==> src/mbr_defs.vh <==
// Notes on behaviour
// - stop bit zero drops query, no reply
// - parity mismatch drops query, no reply
// - crc mismatch drops query silently
// - frame over 256 bytes is dropped
// - broadcast executes but never replies
// - foreign station address is ignored silently
// - exception reply: address, function, code, crc
// - exception function field is query function plus 80h
// - bad function or subfunction gives 01h/88h
// - address out of range gives 02h/88h
// - bad count, byte count, length gives 03h/8Ch
// - tool port busy gives 04h/89h
// - memory busy or alarm gives 04h/8Ah
// - written value out of range gives 04h/8Ch
// - execution disabled gives 04h/8Dh
// - slave error mode 0 sends normal reply
// - read returns up to 125 words
// - read words go out in ascending order
// - crc starts FFFFh, reflected poly A001h
// - station address 0 means broadcast
// - only functions 03h 06h 08h 10h 17h
`ifndef MBR_DEFS_VH
`define MBR_DEFS_VH

// ----------------------------------------------------------------
// crc
// ----------------------------------------------------------------
`define MBR_CRC_INIT   16'hffff
`define MBR_CRC_POLY   16'ha001
`define MBR_CRC_GOOD   16'h0000
`define MBR_CRC_BITS   4'h8

// ----------------------------------------------------------------
// framing
// ----------------------------------------------------------------
`define MBR_MAX_LEN    9'h100
`define MBR_MIN_LEN    9'h004
`define MBR_HDR_BYTES  9'h00b
`define MBR_LEN_FIXED  9'h008
`define MBR_LEN_WR_MUL 9'h009
`define MBR_LEN_RW     9'h00d
`define MBR_BCAST      8'h00

// ----------------------------------------------------------------
// functions and limits
// ----------------------------------------------------------------
`define MBR_FN_RD      8'h03
`define MBR_FN_WR      8'h06
`define MBR_FN_DIAG    8'h08
`define MBR_FN_WRM     8'h10
`define MBR_FN_RW      8'h17
`define MBR_EXC_ADD    8'h80
`define MBR_SUB_ECHO   16'h0000
`define MBR_REG_LAST   17'h057ff
`define MBR_REG_END    17'h05800
`define MBR_CNT_ONE    16'h0001
`define MBR_CNT_ZERO   16'h0000
`define MBR_RD_MAX     16'h007d
`define MBR_WRM_MAX    16'h007b
`define MBR_RWW_MAX    16'h0079

// ----------------------------------------------------------------
// exception and error codes
// ----------------------------------------------------------------
`define MBR_EXC_FUNC   8'h01
`define MBR_EXC_ADDR   8'h02
`define MBR_EXC_DATA   8'h03
`define MBR_EXC_SLAVE  8'h04
`define MBR_ERR_FUNC   8'h88
`define MBR_ERR_TOOL   8'h89
`define MBR_ERR_NVM    8'h8a
`define MBR_ERR_DATA   8'h8c
`define MBR_ERR_DIS    8'h8d

// ----------------------------------------------------------------
// reply kinds
// ----------------------------------------------------------------
`define MBR_KIND_EXC   2'h0
`define MBR_KIND_ECHO  2'h1
`define MBR_KIND_READ  2'h2
`define MBR_HDR_EXC    3'h3
`define MBR_HDR_ECHO   3'h6
`define MBR_HDR_READ   3'h3

`endif

==> src/mbr_crc16.v <==
`timescale 1ns/1ps
`default_nettype none
`include "mbr_defs.vh"

module mbr_crc16 (
  input  wire        clk,
  input  wire        rst_n,
  input  wire        clr,
  input  wire        en,
  input  wire [7:0]  din,
  output wire [15:0] crc
);

  reg [15:0] crc_r;
  reg [15:0] crc_nxt;
  integer    i;

  // ----------------------------------------------------------------
  // one byte per cycle, eight shifts unrolled by the loop
  // ----------------------------------------------------------------
  always @* begin
    crc_nxt = crc_r ^ {8'h00, din};
    for (i = 0; i < `MBR_CRC_BITS; i = i + 1) begin
      if (crc_nxt[0]) begin
        crc_nxt = (crc_nxt >> 1) ^ `MBR_CRC_POLY;
      end else begin
        crc_nxt = crc_nxt >> 1;
      end
    end
  end

  always @(posedge clk) begin
    if (!rst_n || clr) begin
      crc_r <= `MBR_CRC_INIT;
    end else if (en) begin
      crc_r <= crc_nxt;
    end
  end

  assign crc = crc_r;

endmodule
`default_nettype wire

==> src/mbr_resp.v <==
`timescale 1ns/1ps
`default_nettype none
`include "mbr_defs.vh"

module mbr_resp (
  input  wire        clk,
  input  wire        rst_n,
  input  wire        rx_valid,
  input  wire [7:0]  rx_data,
  input  wire        rx_stop_err,
  input  wire        rx_parity_err,
  input  wire        frame_end,
  input  wire [7:0]  station_addr,
  input  wire        slave_err_resp_mode,
  input  wire        cfg_port_busy,
  input  wire        internal_busy_flag,
  input  wire        nvm_alarm,
  input  wire        range_err,
  input  wire        exec_disable,
  output wire [15:0] rd_addr,
  input  wire [15:0] rd_data,
  output wire        tx_valid,
  input  wire        tx_ready,
  output wire [7:0]  tx_data,
  output wire        tx_last,
  output wire        exec_stb,
  output wire [7:0]  exec_func,
  output wire [15:0] exec_start,
  output wire [15:0] exec_count,
  output wire        err_stb,
  output wire [7:0]  err_code,
  output wire        busy
);

  // ----------------------------------------------------------------
  // states
  // ----------------------------------------------------------------
  localparam [3:0] S_IDLE  = 4'h0;
  localparam [3:0] S_HDR   = 4'h1;
  localparam [3:0] S_FETCH = 4'h2;
  localparam [3:0] S_LATCH = 4'h3;
  localparam [3:0] S_DHI   = 4'h4;
  localparam [3:0] S_DLO   = 4'h5;
  localparam [3:0] S_CRCP  = 4'h6;
  localparam [3:0] S_CRCL  = 4'h7;
  localparam [3:0] S_CRCH  = 4'h8;

  reg  [3:0]  state_r;
  reg  [8:0]  len_r;
  reg         ferr_r;
  reg         perr_r;
  reg         long_r;
  reg  [87:0] q_r;
  reg  [1:0]  kind_r;
  reg  [2:0]  hdr_len_r;
  reg  [2:0]  idx_r;
  reg  [7:0]  exc_r;
  reg  [6:0]  left_r;
  reg  [7:0]  lo_r;
  reg  [15:0] rd_addr_r;
  reg  [7:0]  tx_data_r;
  reg         exec_stb_r;
  reg  [7:0]  exec_func_r;
  reg  [15:0] exec_start_r;
  reg  [15:0] exec_count_r;
  reg         err_stb_r;
  reg  [7:0]  err_code_r;
  reg  [7:0]  hdr_byte;

  wire [15:0] crc_rx;
  wire [15:0] crc_tx;
  wire [2:0]  idx_inc = idx_r + 3'h1;

  // ----------------------------------------------------------------
  // query fields
  // ----------------------------------------------------------------
  wire [7:0]  q_addr  = q_r[7:0];
  wire [7:0]  q_fn    = q_r[15:8];
  wire [15:0] q_start = {q_r[23:16], q_r[31:24]};
  wire [15:0] q_cnt   = {q_r[39:32], q_r[47:40]};
  wire [7:0]  q_bc10  = q_r[55:48];
  wire [15:0] q_wcnt  = {q_r[71:64], q_r[79:72]};
  wire [7:0]  q_bc17  = q_r[87:80];

  wire is_rd   = (q_fn == `MBR_FN_RD);
  wire is_wr   = (q_fn == `MBR_FN_WR);
  wire is_diag = (q_fn == `MBR_FN_DIAG);
  wire is_wrm  = (q_fn == `MBR_FN_WRM);
  wire is_rw   = (q_fn == `MBR_FN_RW);
  wire fn_ok   = is_rd | is_wr | is_diag | is_wrm | is_rw;
  wire writes  = is_wr | is_wrm | is_rw;

  // rx is ignored while a reply is going out: the link is half duplex
  wire rx_take  = rx_valid && (state_r == S_IDLE);
  wire decide   = frame_end && (state_r == S_IDLE) && (len_r != 9'h000);
  wire tx_fire  = tx_valid && tx_ready;

  // ----------------------------------------------------------------
  // checks
  // ----------------------------------------------------------------
  wire tx_bad = ferr_r
              | perr_r
              | (crc_rx != `MBR_CRC_GOOD)
              | long_r
              | (len_r < `MBR_MIN_LEN);
  wire bcast  = (q_addr == `MBR_BCAST);
  wire mine   = (q_addr == station_addr);

  wire e01 = !fn_ok || (is_diag && (q_start != `MBR_SUB_ECHO));

  wire [15:0] cnt_eff = is_wr ? `MBR_CNT_ONE : q_cnt;
  wire [16:0] end_sum = {1'b0, q_start} + {1'b0, cnt_eff};
  wire e02 = (is_rd | is_wr | is_wrm | is_rw) &&
             (({1'b0, q_start} > `MBR_REG_LAST) || (end_sum >= `MBR_REG_END));

  wire [15:0] cnt_max = is_wrm ? `MBR_WRM_MAX : `MBR_RD_MAX;
  wire cnt_bad  = (is_rd | is_wrm | is_rw) &&
                  ((q_cnt == `MBR_CNT_ZERO) || (q_cnt > cnt_max));
  wire wcnt_bad = is_rw && ((q_wcnt == `MBR_CNT_ZERO) || (q_wcnt > `MBR_RWW_MAX));
  wire bc_bad   = (is_wrm && ({8'h00, q_bc10} != {q_cnt[14:0], 1'b0})) ||
                  (is_rw && ({8'h00, q_bc17} != {q_wcnt[14:0], 1'b0}));
  wire [8:0] exp_len = is_wrm ? (`MBR_LEN_WR_MUL + {1'b0, q_bc10}) :
                       is_rw  ? (`MBR_LEN_RW + {1'b0, q_bc17}) : `MBR_LEN_FIXED;
  wire len_bad  = (len_r != exp_len);
  wire e03      = cnt_bad | wcnt_bad | bc_bad | len_bad;

  wire s89  = cfg_port_busy;
  wire s8a  = internal_busy_flag | nvm_alarm;
  wire s8c  = range_err & writes;
  wire s8d  = exec_disable;
  wire slv  = s89 | s8a | s8c | s8d;
  wire perr = e01 | e02 | e03;

  reg [7:0] exc_sel;
  reg [7:0] err_sel;

  always @* begin
    if (e01) begin
      exc_sel = `MBR_EXC_FUNC;
      err_sel = `MBR_ERR_FUNC;
    end else if (e02) begin
      exc_sel = `MBR_EXC_ADDR;
      err_sel = `MBR_ERR_FUNC;
    end else if (e03) begin
      exc_sel = `MBR_EXC_DATA;
      err_sel = `MBR_ERR_DATA;
    end else begin
      exc_sel = `MBR_EXC_SLAVE;
      if (s89) begin
        err_sel = `MBR_ERR_TOOL;
      end else if (s8a) begin
        err_sel = `MBR_ERR_NVM;
      end else if (s8c) begin
        err_sel = `MBR_ERR_DATA;
      end else begin
        err_sel = `MBR_ERR_DIS;
      end
    end
  end

  wire accepted = decide && !tx_bad && (bcast || mine);
  wire normal   = !perr && (!slv || !slave_err_resp_mode);
  wire reply    = accepted && !bcast;
  wire [1:0] kind_sel = !normal ? `MBR_KIND_EXC :
                        (is_rd | is_rw) ? `MBR_KIND_READ : `MBR_KIND_ECHO;

  // ----------------------------------------------------------------
  // receive side
  // ----------------------------------------------------------------
  always @(posedge clk) begin
    if (!rst_n) begin
      len_r  <= 9'h000;
      ferr_r <= 1'b0;
      perr_r <= 1'b0;
      long_r <= 1'b0;
      q_r    <= 88'h0;
    end else if (frame_end && (state_r == S_IDLE)) begin
      len_r  <= 9'h000;
      ferr_r <= 1'b0;
      perr_r <= 1'b0;
      long_r <= 1'b0;
    end else if (rx_take) begin
      if (len_r < `MBR_HDR_BYTES) begin
        q_r[{len_r[3:0], 3'b000} +: 8] <= rx_data;
      end
      if (len_r == `MBR_MAX_LEN) begin
        long_r <= 1'b1;
      end else begin
        len_r <= len_r + 9'h001;
      end
      ferr_r <= ferr_r | rx_stop_err;
      perr_r <= perr_r | rx_parity_err;
    end
  end

  // a good frame, crc included low byte first, leaves a zero remainder
  mbr_crc16 u_crc_rx (
    .clk   (clk),
    .rst_n (rst_n),
    .clr   (frame_end && (state_r == S_IDLE)),
    .en    (rx_take),
    .din   (rx_data),
    .crc   (crc_rx)
  );

  // ----------------------------------------------------------------
  // reply header bytes
  // ----------------------------------------------------------------
  always @* begin
    case (idx_inc)
      3'h0: hdr_byte = q_addr;
      3'h1: hdr_byte = (kind_r == `MBR_KIND_EXC) ? (q_fn + `MBR_EXC_ADD) : q_fn;
      3'h2: hdr_byte = (kind_r == `MBR_KIND_EXC)  ? exc_r :
                       (kind_r == `MBR_KIND_READ) ? {q_cnt[6:0], 1'b0} : q_r[23:16];
      3'h3: hdr_byte = q_r[31:24];
      3'h4: hdr_byte = q_r[39:32];
      3'h5: hdr_byte = q_r[47:40];
      default: hdr_byte = 8'h00;
    endcase
  end

  // ----------------------------------------------------------------
  // reply sequencer
  // ----------------------------------------------------------------
  always @(posedge clk) begin
    if (!rst_n) begin
      state_r   <= S_IDLE;
      kind_r    <= `MBR_KIND_EXC;
      hdr_len_r <= 3'h0;
      idx_r     <= 3'h0;
      exc_r     <= 8'h00;
      left_r    <= 7'h00;
      lo_r      <= 8'h00;
      rd_addr_r <= 16'h0000;
      tx_data_r <= 8'h00;
    end else begin
      case (state_r)
        S_IDLE: begin
          if (reply) begin
            kind_r    <= kind_sel;
            hdr_len_r <= (kind_sel == `MBR_KIND_ECHO) ? `MBR_HDR_ECHO :
                         (kind_sel == `MBR_KIND_READ) ? `MBR_HDR_READ : `MBR_HDR_EXC;
            exc_r     <= exc_sel;
            left_r    <= q_cnt[6:0];
            idx_r     <= 3'h0;
            tx_data_r <= q_addr;
            state_r   <= S_HDR;
          end
        end
        S_HDR: begin
          if (tx_ready) begin
            if (idx_inc < hdr_len_r) begin
              idx_r     <= idx_inc;
              state_r   <= S_HDR;
              tx_data_r <= hdr_byte;
            end else if (kind_r == `MBR_KIND_READ) begin
              rd_addr_r <= q_start;
              state_r   <= S_FETCH;
            end else begin
              state_r <= S_CRCP;
            end
          end
        end
        S_FETCH: begin
          state_r <= S_LATCH;
        end
        S_LATCH: begin
          tx_data_r <= rd_data[15:8];
          lo_r      <= rd_data[7:0];
          state_r   <= S_DHI;
        end
        S_DHI: begin
          if (tx_ready) begin
            tx_data_r <= lo_r;
            state_r   <= S_DLO;
          end
        end
        S_DLO: begin
          if (tx_ready) begin
            left_r <= left_r - 7'h01;
            if (left_r == 7'h01) begin
              state_r <= S_CRCP;
            end else begin
              rd_addr_r <= rd_addr_r + 16'h0001;
              state_r   <= S_FETCH;
            end
          end
        end
        S_CRCP: begin
          tx_data_r <= crc_tx[7:0];
          state_r   <= S_CRCL;
        end
        S_CRCL: begin
          if (tx_ready) begin
            tx_data_r <= crc_tx[15:8];
            state_r   <= S_CRCH;
          end
        end
        S_CRCH: begin
          if (tx_ready) begin
            state_r <= S_IDLE;
          end
        end
        default: begin
          state_r <= S_IDLE;
        end
      endcase
    end
  end

  wire tx_body = (state_r == S_HDR) || (state_r == S_DHI) || (state_r == S_DLO);

  mbr_crc16 u_crc_tx (
    .clk   (clk),
    .rst_n (rst_n),
    .clr   (state_r == S_IDLE),
    .en    (tx_fire && tx_body),
    .din   (tx_data_r),
    .crc   (crc_tx)
  );

  // ----------------------------------------------------------------
  // execution and error log strobes
  // ----------------------------------------------------------------
  always @(posedge clk) begin
    if (!rst_n) begin
      exec_stb_r   <= 1'b0;
      exec_func_r  <= 8'h00;
      exec_start_r <= 16'h0000;
      exec_count_r <= 16'h0000;
      err_stb_r    <= 1'b0;
      err_code_r   <= 8'h00;
    end else begin
      // broadcast still executes, only the reply is held back
      exec_stb_r <= accepted && !perr && !slv;
      err_stb_r  <= accepted && (perr || slv);
      if (accepted) begin
        exec_func_r  <= q_fn;
        exec_start_r <= q_start;
        exec_count_r <= cnt_eff;
        if (perr || slv) begin
          err_code_r <= err_sel;
        end
      end
    end
  end

  // ----------------------------------------------------------------
  // outputs
  // ----------------------------------------------------------------
  assign tx_valid   = tx_body || (state_r == S_CRCL) || (state_r == S_CRCH);
  assign tx_last    = (state_r == S_CRCH);
  assign tx_data    = tx_data_r;
  assign rd_addr    = rd_addr_r;
  assign exec_stb   = exec_stb_r;
  assign exec_func  = exec_func_r;
  assign exec_start = exec_start_r;
  assign exec_count = exec_count_r;
  assign err_stb    = err_stb_r;
  assign err_code   = err_code_r;
  assign busy       = (state_r != S_IDLE);

endmodule
`default_nettype wire

==> config.mk <==
export PLATFORM = sky130hd
export DESIGN_NAME = mbr_resp
export DESIGN_NICKNAME = d
export VERILOG_FILES = /design/src/mbr_crc16.v /design/src/mbr_resp.v
export VERILOG_INCLUDE_DIRS = /design/src
export SDC_FILE = /design/constraint.sdc
export NUM_CORES = 1
export LEC_CHECK = 0
export ABC_CLOCK_PERIOD_IN_PS = 5500
export BUFFER_PORTS_ARGS = -buffer_cell sky130_fd_sc_hd__buf_2
export CORE_UTILIZATION = 60
export CTS_CLUSTER_DIAMETER = 80
export DETAILED_ROUTE_END_ITERATION = 7
export PLACE_DENSITY = 0.87
export SLEW_MARGIN = 20
export SYNTH_ARGS = -nofsm -noshare
export SYNTH_HDL_FRONTEND = slang
export SYNTH_SLANG_ARGS = --single-unit
==> constraint.sdc <==
create_clock -name clk -period 5.5 [get_ports clk]
set_clock_uncertainty 0.2 [all_clocks]
set_input_delay 0.275 -clock clk [delete_from_list [all_inputs] [get_ports clk]]
set_output_delay 0.275 -clock clk [all_outputs]
set_load 0.02 [all_outputs]
==> impl_metrics.tcl, run 1 <==
set metrics [dict create \
    grt_pass1_wl_mm 55.8 \
    io_buffers 118 \
    clock_path_buffers 3 \
    vias 11900 \
    rows 51 \
    ant_nets 0 \
    die_w_um 144 \
    layout_commonest_cell "nand2_1" \
    cp_num_buf_inv 1 \
    power_leakage_nw 5.57 \
    grt.total_usage_pct 34.0 \
    grt_max_degree 89 \
    synth_async_sr_flop_share_pct 0 \
    routabilityCongestion 0.958 \
    synth_area_per_cell_um2 7.98 \
    initial_utilization_pct 62.0 \
    coreArea_mm2 0.0197 \
    finalWorstSetupSlack_ns 1.02 \
    setup_viol 0 \
    crit_family "compound AO/OA/AOI/OAI gates" \
    grt_overflow 0 \
    synth-seq-area-share_pct 36.7 \
    violations "DRC" \
    root_buffer "clkbuf_16" \
    antenna_found_initial 1 \
    final_cell_mix "nand2_1, dfxtp_1, nor2_1, a21oi_1, buf_2" \
    totalPowerFinal_w 0.00445 \
    grt_pass1_vias 10700 \
    clk_pin_slew_ns 0.06 \
    synthFlopType "dfxtp_1" \
    max_freq_mhz 223 \
    io_pins 122 \
    mappedNetlistArea_mm2 0.0122 \
    cp_common_cell "nor2_1" \
    htree_levels 1 \
    drtIter0Drc 1173 \
    fin_crit_sh_pct 81.4 \
    synth_cell_types 73 \
    path_class "flop to flop" \
    diodes 0 \
    cts.sinks 223 \
    cp-end-kind "flop" \
    dp_hpwl_mm 24.5 \
    drive_gt1_share_pct 11.6 \
    ctsHoldBuffers 21 \
    cp-start-kind "flop" \
    via_per_inst 6.29 \
    crit_chain "or3_1 > nor2_1 > nand4b_1 > buf_4 > and2_1 > ha_1 > a211oi_1 > nor2_1 > a211oi_2 > a21oi_1 > o31ai_1 > mux2_2 > a41oi_1 > nor4b_2 > o21a_1" \
    power_density_mw_per_mm2 324 \
    worst_pin_slew_ns 1.08 \
    routedWlPerCell_um 18.9 \
    final.min_clock_period_ns 4.48 \
    max_cap_viol_count 0 \
    die_area_mm2 0.0209 \
    numCtsBuffers 24 \
    vdd_ir_drop_max_v 0.000273 \
    slew_violations 0 \
    required_ns 5.72 \
    nets 1683 \
    yosys_warnings 0 \
    firstDrtPassIters 8 \
    drt_wl_total_mm 35.6 \
    clk_latency_ns 0.54 \
    crit_path_top_delay_cell "a41oi_1" \
    final_hold_viol_count 0 \
    cts_resized 0 \
    slowest_delay_ns 0.65 \
    ys_seq_elements 223 \
    drc 1 \
    hp-class "input pin to flop" \
    cp_max_fo 17 \
    post_cts_buffers 0 \
    place_ws_ns 1.04 \
    cts_tree "done" \
    rsz0062_at_grt "false" \
    synth_edf_count 0 \
    die_h_um 144 \
    fin_tns_setup_ns 0 \
    status "complete, but fails checks" \
    maxSlewHeadroom_pct 28.0 \
    synthCells 1527 \
    arrival_ns 4.69 \
    areaGrowthSynthToFinish_pct 12.9 \
]
==> cells in the mapped netlist, types with 9 or more instances <==
| cell | instances | area, um^2 |
|---|---|---|
| and3_1 | 23 | 144 |
| ha_1 | 34 | 425 |
| mux2i_1 | 86 | 861 |
| dfxtp_1 | 223 | 4460 |
| a22oi_1 | 12 | 90.1 |
| nor4_1 | 22 | 138 |
| buf_4 | 9 | 67.6 |
| clkbuf_1 | 74 | 278 |
| o21ai_0 | 56 | 280 |
| a221oi_1 | 15 | 131 |
| or3_1 | 9 | 56.3 |
| o21a_1 | 10 | 75.1 |
| a211oi_1 | 20 | 150 |
| xor2_1 | 22 | 193 |
| a21oi_1 | 131 | 656 |
| xnor2_1 | 70 | 613 |
| nand2_1 | 253 | 950 |
| nor3_1 | 19 | 95.1 |
| inv_1 | 28 | 105 |
| nand4_1 | 14 | 87.6 |
| and2_1 | 23 | 144 |
| nor2_1 | 161 | 604 |
| nand3_1 | 49 | 245 |
| o22ai_1 | 10 | 62.6 |
| nor2b_1 | 14 | 87.6 |
| o211ai_1 | 26 | 195 |
==> flip-flops by register name, indices dropped and copies added, names as in the netlist, 9 cells and up <==
register	flops
exec_start	16
exec_count	16
len_r	9
q_r	80
u_crc_rx.crc	16
rd_addr	16
u_crc_tx.crc	16
==> power breakdown <==
group	switching [W]	internal [W]
clock	0.000665	0.000944
combinational	0.000636	0.000389
sequential	0.000125	0.00169
total	0.00143	0.00303
==> per-layer routing <==
layer / vias up / global-route usage (%) / wire length, um
met4: 0 / 14.4 / 1820
met1: 5472 / 43.9 / 14400
met2: 684 / 54.6 / 15600
met5: - / 0 / 0
met3: 168 / 7.48 / 3750
li1: 5542 / - / -
==> through the flow <==
step                      std cells  hold WS [ns]  cell area (um^2)  util (%)
final                          1885        0.0164             13800      70.0
after global routing           1885        0.0137             13800      70.0
after CTS                      1885       0.00125             13800      70.0
after detailed placement       1821         0.244             12800      64.9
after global placement         1821         0.239             12800      64.9
after floorplan                1529         0.211             12200         -
==> final timing paths <==
check / end / from / cells after the start / slack, ns
max: kind_r[1] / q_r[13] / 15 / 1.02
min: u_crc_rx.crc[4] / frame_end / 3 / 0.02
max reg2reg: kind_r[1] / q_r[13] / 15 / 1.02
min reg2reg: exec_count[12] / exec_count[12] / 2 / 0.25
==> worst register-to-register path, cell delays in order, from the launching register on <==
cell and delay [ns]:
dfxtp_1 0.34, or3_1 0.43, nor2_1 0.15, nand4b_1 0.10
buf_4 0.21, and2_1 0.19, ha_1 0.30, a211oi_1 0.23
nor2_1 0.09, a211oi_2 0.32, a21oi_1 0.12, o31ai_1 0.34
mux2_2 0.38, a41oi_1 0.65, nor4b_2 0.11, o21a_1 0.20
==> area by class of cell <==
type                            count  area [um^2]
Clock buffer                       36          716
Clock inverter                      7         71.3
Fill cell                        1546         5900
Inverter                           29          111
Multi-Input combinational cell   1178         7200
Sequential cell                   223         4460
Tap cell                          265          332
Timing Repair Buffer              147          861
==> cells by family (layout without fill, tap and decap cells) <==
kind of cell | count (synthesis) | in the layout | synth area share (%)
buffers and inverters | 128 | 219 | 4.37
other | 1 | 3 | 0.0308
muxes | 88 | 88 | 7.25
DFF | 223 | 223 | 36.7
xor gates and xnor gates | 92 | 92 | 6.62
adders and majority gates | 35 | 35 | 3.66
and+or+nand+nor | 626 | 626 | 24.0
AOI/OAI and AO/OA | 334 | 334 | 17.4
(Power assumes the default switching activity.)
==> run 2, diff against run 1 <==
--- a/config.mk
+++ b/config.mk
@@ -6,12 +6,13 @@
 export SDC_FILE = /design/constraint.sdc
 export NUM_CORES = 1
 export LEC_CHECK = 0
-export ABC_CLOCK_PERIOD_IN_PS = 5500
+export ABC_AREA = 1
+export ABC_CLOCK_PERIOD_IN_PS = 3600
 export BUFFER_PORTS_ARGS = -buffer_cell sky130_fd_sc_hd__buf_2
-export CORE_UTILIZATION = 60
+export CORE_UTILIZATION = 54
 export CTS_CLUSTER_DIAMETER = 80
 export DETAILED_ROUTE_END_ITERATION = 7
-export PLACE_DENSITY = 0.87
+export PLACE_DENSITY = 0.83
 export SLEW_MARGIN = 20
 export SYNTH_ARGS = -nofsm -noshare
 export SYNTH_HDL_FRONTEND = slang
==> constraint.sdc (replaced) <==
create_clock -name clk -period 3.6 [get_ports clk]
set_clock_uncertainty 0.2 [all_clocks]
set_input_delay 0.18 -clock clk [delete_from_list [all_inputs] [get_ports clk]]
set_output_delay 0.18 -clock clk [all_outputs]
set_load 0.02 [all_outputs]
==> impl_metrics.tcl, run 2 <==
set metrics [dict create \
    die_area_mm2 0.0237 \
    clk_pin_slew_ns 0.06 \
    swShare_pct 37.4 \
    via_per_inst 5.99 \
    yosys_warnings 0 \
    maxSlewHeadroom_pct 30.8 \
    die_h_um 154 \
    power_density_mw_per_mm2 596 \
    grt_max_degree 102 \
    drive_gt1_share_pct 13.4 \
    synth_top_area_share_pct 35.8 \
    status "complete, but fails checks" \
    ys_seq_elements 223 \
    grt_pass1_vias 12400 \
    final_cell_mix "nand2_1, dfxtp_1, inv_1, a21oi_1, o21ai_0" \
    setup_viol 0 \
    max_cap_viol_count 0 \
    final_hold_viol_count 0 \
    multiInputGateArea_mm2 0.00691 \
    synth_cell_types 55 \
    cp_max_fo 7 \
    die_w_um 154 \
    cp-end-kind "flop" \
    coreArea_mm2 0.0226 \
    pwr-share-seq_pct 34.0 \
    layout_commonest_cell "nand2_1" \
    antenna_found_initial 0 \
    synth_area_per_cell_um2 6.84 \
    arrival_ns 3.74 \
    worst_pin_slew_ns 1.03 \
    drc 6 \
    path_class "flop to flop" \
    rows 55 \
    yosys-top-cells-area "dfxtp_1, nand2_1, a21oi_1, o21ai_0, inv_1" \
    fin_crit_sh_pct 96.8 \
    nets 2044 \
    synth_edf_count 0 \
    clock_path_buffers 3 \
    grt.total_usage_pct 33.9 \
    share_comb_of_total_power_pct 33.6 \
    grt_overflow 0 \
    p_clk_share_pct 32.4 \
    synthTopCellsByCount "nand2_1, dfxtp_1, inv_1" \
    drtIter0Drc 1637 \
    yosysTopAreaCell "dfxtp_1" \
    ant_nets 0 \
    p_sw_w 0.00327 \
    io_pins 122 \
    dp_hpwl_mm 29.0 \
    clk_latency_ns 0.53 \
    htree_levels 1 \
    routedWlPerCell_um 18.2 \
    grt_pass1_wl_mm 64.9 \
    vias 13600 \
    synth-seq-area-share_pct 35.8 \
    seq_area_mm2 0.00447 \
    routabilityCongestion 0.988 \
    hp-class "input pin to flop" \
    required_ns 3.86 \
    final.min_clock_period_ns 3.49 \
    numCtsBuffers 25 \
    totalPowerFinal_w 0.00873 \
    initial_utilization_pct 55.0 \
    violations "DRC" \
    root_buffer "clkbuf_16" \
    intPower_w 0.00546 \
    largest-register "q_r" \
    cp-start-kind "flop" \
    synthCells 1822 \
    mappedNetlistArea_mm2 0.0125 \
    io_buffers 118 \
    nFillCells 1928 \
    synth_async_sr_flop_share_pct 0 \
    cts.sinks 223 \
    areaGrowthSynthToFinish_pct 17.5 \
    yosysMostFrequentCell "nand2_1" \
    vdd_ir_drop_max_v 0.000384 \
    diodes 0 \
    power_leakage_nw 6.70 \
    slew_violations 0 \
    dp.cells 2181 \
    drt_wl_total_mm 41.1 \
    max_freq_mhz 287 \
    largest_reg_flops 80 \
    stdcell_count 2265 \
    firstDrtPassIters 8 \
    synthFlopType "dfxtp_1" \
    cts_tree "done" \
]
==> run 2: cell count changes after synthesis, moves of 16 or more <==
cell,before,now
nand2_1,253,377
nand4_1,14,30
inv_1,28,212
xnor2_1,70,31
nor2_1,161,139
and3_1,23,0
and2_1,23,1
clkbuf_1,74,39
nand3_1,49,115
a21oi_1,131,190
o21ai_0,56,186
mux2i_1,86,0
==> run 2: worst paths after layout <==
path               from          end  slack (ns)  cells after the start
max reg2reg     q_r[14]  err_code[2]        0.11                     23
max             q_r[14]  err_code[2]        0.11                     23
min reg2reg     lo_r[1]      lo_r[1]        0.25                      2
min          rd_data[9]   tx_data[1]        0.02                      7
==> run 2: metal layers <==
metal	track usage, %	share of wire (%)	up-vias
met5	0	0	-
met2	55.0	45	829
met4	17.4	5.6	0
met1	43.2	39	6162
li1	-	-	6361
met3	5.95	11	218
==> run 2: critical path, stage by stage (launching register included) <==
cell and delay, ns:
dfxtp_2 0.34, inv_1 0.09, nand2_2 0.10, nor3_4 0.24, nand4_1 0.15, buf_6 0.17, clkinvlp_4 0.10, buf_4 0.13
nor2_1 0.05, ha_1 0.29, or2_2 0.30, nand3b_1 0.09, nand2_1 0.06, nand2_1 0.07, nand2_1 0.06, nand2_1 0.08
a21oi_1 0.07, nor2_2 0.09, nand2_2 0.11, nand2_4 0.14, nand4_4 0.16, nand3_2 0.12, nand2_1 0.05, nor2_1 0.14
==> run 2: repair_timing <==
action / 4_1_cts / 5_1_grt
hold buffers: 34 / 0
endpoints found under the hold margin: 124 / 0
setup buffers: 0 / 6
pin swaps: 0 / 4
endpoints found under the setup margin: 7 / 13
gates cloned: 0 / 1
resized for setup: 1 / 20
==> run 2: power by group through the flow <==
stage | Sequential [W] | Combinational, W | Clock [W]
after floorplan | 0.00303 | 0.00209 | 0
after global placement | 0.00300 | 0.00270 | 0
after detailed placement | 0.00301 | 0.00279 | 0
after CTS | 0.00296 | 0.00286 | 0.00283
after global routing | 0.00299 | 0.00325 | 0.00295
final | 0.00297 | 0.00294 | 0.00283
==> run 2: per-stage QoR <==
stage | setup TNS (ns) | hold WS [ns] | area (um^2) | utilization (%) | setup slack, ns
4_1_cts | 0 | 0.00823 | 14500 | 64.1 | 0.00929
2_1_floorplan | 0 | 0.122 | 12500 | - | 0.298
3_5_place_dp | -0.478 | 0.227 | 13300 | 58.6 | -0.101
6_report | 0 | 0.0228 | 14600 | 64.7 | 0.115
3_3_place_gp | 0 | 0.217 | 13300 | 58.6 | 0.0865
5_1_grt | -0.709 | 0.0315 | 14600 | 64.7 | -0.151
==> run 2: final cells by class <==
| cell class | count | area share (%) |
|---|---|---|
| clock buffers | 32 | 4.72 |
| clock inverters | 11 | 1.42 |
| inverters | 230 | 5.91 |
| multi-input cells | 1304 | 47.2 |
| flip-flops and latches | 223 | 30.5 |
| well taps | 285 | 2.43 |
| repair buffers | 179 | 7.81 |
| repair inverters | 1 | 0.0513 |
==> run 2: cell families (layout without fill, tap and decap cells) <==
| logic type | count (synthesis) | in the layout | synth area share [%] |
|---|---|---|---|
| buf+inv | 297 | 453 | 9.40 |
| xor+xnor | 55 | 55 | 3.87 |
| fa+ha+maj | 35 | 35 | 3.57 |
| other cells | 1 | 3 | 0.0301 |
| compound gates | 469 | 469 | 20.7 |
| flops | 223 | 223 | 35.8 |
| simple gates | 742 | 742 | 26.6 |
==> run 3, diff against run 2 <==
--- a/config.mk
+++ b/config.mk
@@ -9,11 +9,13 @@
 export ABC_AREA = 1
 export ABC_CLOCK_PERIOD_IN_PS = 3600
 export BUFFER_PORTS_ARGS = -buffer_cell sky130_fd_sc_hd__buf_2
-export CORE_UTILIZATION = 54
+export CORE_UTILIZATION = 55
 export CTS_CLUSTER_DIAMETER = 80
 export DETAILED_ROUTE_END_ITERATION = 7
-export PLACE_DENSITY = 0.83
+export HOLD_SLACK_MARGIN = 0.12
+export PLACE_DENSITY = 0.84
 export SLEW_MARGIN = 20
 export SYNTH_ARGS = -nofsm -noshare
 export SYNTH_HDL_FRONTEND = slang
+export SYNTH_HIERARCHICAL = 1
 export SYNTH_SLANG_ARGS = --single-unit
==> impl_metrics.tcl, run 3 <==
set metrics [dict create \
    status "finished, final reports clean" \
    max_freq_mhz 298 \
    routedWlPerCell_um 17.7 \
    cp-start-kind "flop" \
    rows 56 \
    place_ws_ns 0.0472 \
    synth_top_area_share_pct 33.5 \
    die_h_um 158 \
    final_cell_mix "nand2_1, inv_1, dfxtp_1, nor2_1, a21oi_1" \
    worstSetupStartpoint "q_r[14]" \
    nFillCells 2067 \
    final_hold_viol_count 0 \
    diodes 0 \
    design_area_mm2 0.0155 \
    firstDrtPassIters 8 \
    synth-seq-area-share_pct 33.5 \
    power_leakage_nw 6.99 \
    coreArea_mm2 0.0236 \
    grt.total_usage_pct 34.4 \
    seq_area_mm2 0.00446 \
    worstHoldStart "lo_r[1]" \
    highest-signal-layer "met4" \
    layout_commonest_cell "nand2_1" \
    dp.cells 2347 \
    ys_seq_elements 223 \
    max_cap_viol_count 0 \
    yosys_warnings 6 \
    drc 0 \
    yosys-top-cells-area "dfxtp_1, nand2_1, a21oi_1, o21ai_0, inv_1" \
    root_buffer "clkbuf_16" \
    hp-class "flop to flop" \
    drtIter0Drc 1515 \
    synth_async_sr_flop_share_pct 0 \
    cts_tree "done" \
    power_density_mw_per_mm2 366 \
    synthCells 1958 \
    clk_pin_slew_ns 0.06 \
    multiInputGateArea_mm2 0.00755 \
    slew_violations 0 \
    placed_cell_area_mm2 0.0141 \
    arrival_ns 3.58 \
    initial_utilization_pct 56.4 \
    finalWorstSetupSlack_ns 0.245 \
    required_ns 3.83 \
    synthTopCellsByCount "nand2_1, inv_1, dfxtp_1" \
    route.met2.wl_mm 19.7 \
    cp_max_fo 6 \
    vias 14200 \
    final.min_clock_period_ns 3.36 \
    cts.sinks 223 \
    grt_pass1_wl_mm 67.5 \
    synth_area_per_cell_um2 6.80 \
    drt_wl_total_mm 43.1 \
    clock_path_buffers 3 \
    wl_met3_mm 3.82 \
    synthFlopType "dfxtp_1" \
    areaGrowthSynthToFinish_pct 16.4 \
    grt_overflow 0 \
    io_buffers 118 \
    yosysMostFrequentCell "nand2_1" \
    antenna_found_initial 0 \
    grt_max_degree 70 \
    htree_levels 1 \
    drive_gt1_share_pct 14.6 \
    via_per_inst 5.82 \
    nets 2181 \
    setup_viol 0 \
    yosysTopAreaCell "dfxtp_1" \
    wl_met1_mm 17.6 \
    mappedNetlistArea_mm2 0.0133 \
    ant_nets 0 \
    routabilityCongestion 0.998 \
    io_pins 122 \
    cp-end-kind "flop" \
    die_w_um 158 \
    path_class "flop to flop" \
    grt_pass1_vias 13100 \
    numCtsBuffers 26 \
    dp_hpwl_mm 30.9 \
    worst_pin_slew_ns 1.10 \
    stdcell_count 2439 \
    synth_edf_count 0 \
    largest_reg_flops 80 \
    clk_latency_ns 0.54 \
    die_area_mm2 0.0248 \
    largest-register "q_r" \
    vdd_ir_drop_max_v 0.000375 \
    synth_cell_types 63 \
    fin_crit_sh_pct 93.2 \
    maxSlewHeadroom_pct 26.4 \
    reg2reg_from "q_r[14]" \
]
## run 3: cell count changes in the layout (fill, tap and decap cells not counted), moves of 14 or more
| cell | change |
|---|---|
| inv_1 | +24 |
| nand3_2 | +21 |
| nand2_2 | +14 |
| xnor2_1 | -14 |
| nor2_1 | +64 |
| a211oi_1 | +18 |
## run 3: layout make-up
cell class | count | share of cell area, %
Clock buffer | 39 | 5.17
Inverter | 253 | 6.15
Timing Repair Buffer | 187 | 7.95
Clock inverter | 8 | 0.630
Tap cell | 319 | 2.57
Multi-Input combinational cell | 1410 | 48.7
Sequential cell | 223 | 28.8
## run 3: power by group
| part | switching [W] | total, W | internal, W |
|---|---|---|---|
| Combinational | 0.000260 | 0.000407 | 0.000147 |
| Sequential | 0.0000225 | 0.00251 | 0.00249 |
| Clock | 0.00108 | 0.00275 | 0.00167 |
| Total | 0.00136 | 0.00567 | 0.00431 |
## run 3: critical path, stage by stage (launching register included)
cell	delay [ns]
dfxtp_1	0.33
inv_1	0.11
nand2_2	0.08
nor3_4	0.20
nand4_1	0.18
buf_4	0.20
nand2_1	0.07
inv_1	0.05
ha_2	0.37
nand2_1	0.12
nor2_1	0.17
and3_1	0.17
nand2_1	0.09
nand2_1	0.07
nand2_1	0.06
a21oi_1	0.16
nor2_2	0.06
a21oi_1	0.21
nor2_2	0.07
nand3_1	0.07
nand2_1	0.07
nand2_1	0.08
nor2_1	0.05
## run 3: cells by family (layout without fill, tap and decap cells)
group                    count (synthesis)  after routing  synth area share, %
flip-flops                             223            223                 33.5
adder cells (fa/ha/maj)                 35             35                 3.34
XOR/XNOR                                38             38                 2.61
AND/OR/NAND/NOR                        864            864                 30.8
buffers and inverters                  327            487                 10.1
other                                    1              3               0.0282
AO/OA/AOI/OAI                          470            470                 19.6
## run 3: final timing paths
check / endpoint / slack, ns / cells past startpoint
max: kind_r[0] / 0.24 / 22
min: lo_r[1] / 0.25 / 2
max reg2reg: kind_r[0] / 0.24 / 22
min reg2reg: lo_r[1] / 0.25 / 2
## run 3: stage by stage
step           power [W]  setup TNS [ns]  utilization [%]  hold slack, ns
4_1_cts          0.00567               0             65.4           0.259
6_report         0.00567               0             65.6           0.254
5_1_grt          0.00582         -0.0226             65.6           0.292
2_1_floorplan    0.00282               0                -           0.122
3_3_place_gp     0.00291               0             59.8           0.222
3_5_place_dp     0.00292               0             59.8           0.227
## run 3: routing by layer
metal | GRT usage (%) | vias to the layer above
met5 | 0 | -
met4 | 16.3 | 0
met3 | 5.47 | 158
met2 | 55.4 | 711
met1 | 45.0 | 6551
li1 | - | 6786
## run 3: repair_timing
action / CTS / global route
hold endpoints to repair: 155 / 0
buffers inserted: 0 / 3
resized for setup: 0 / 14
setup endpoints to repair: 0 / 12
hold buffers: 42 / 0
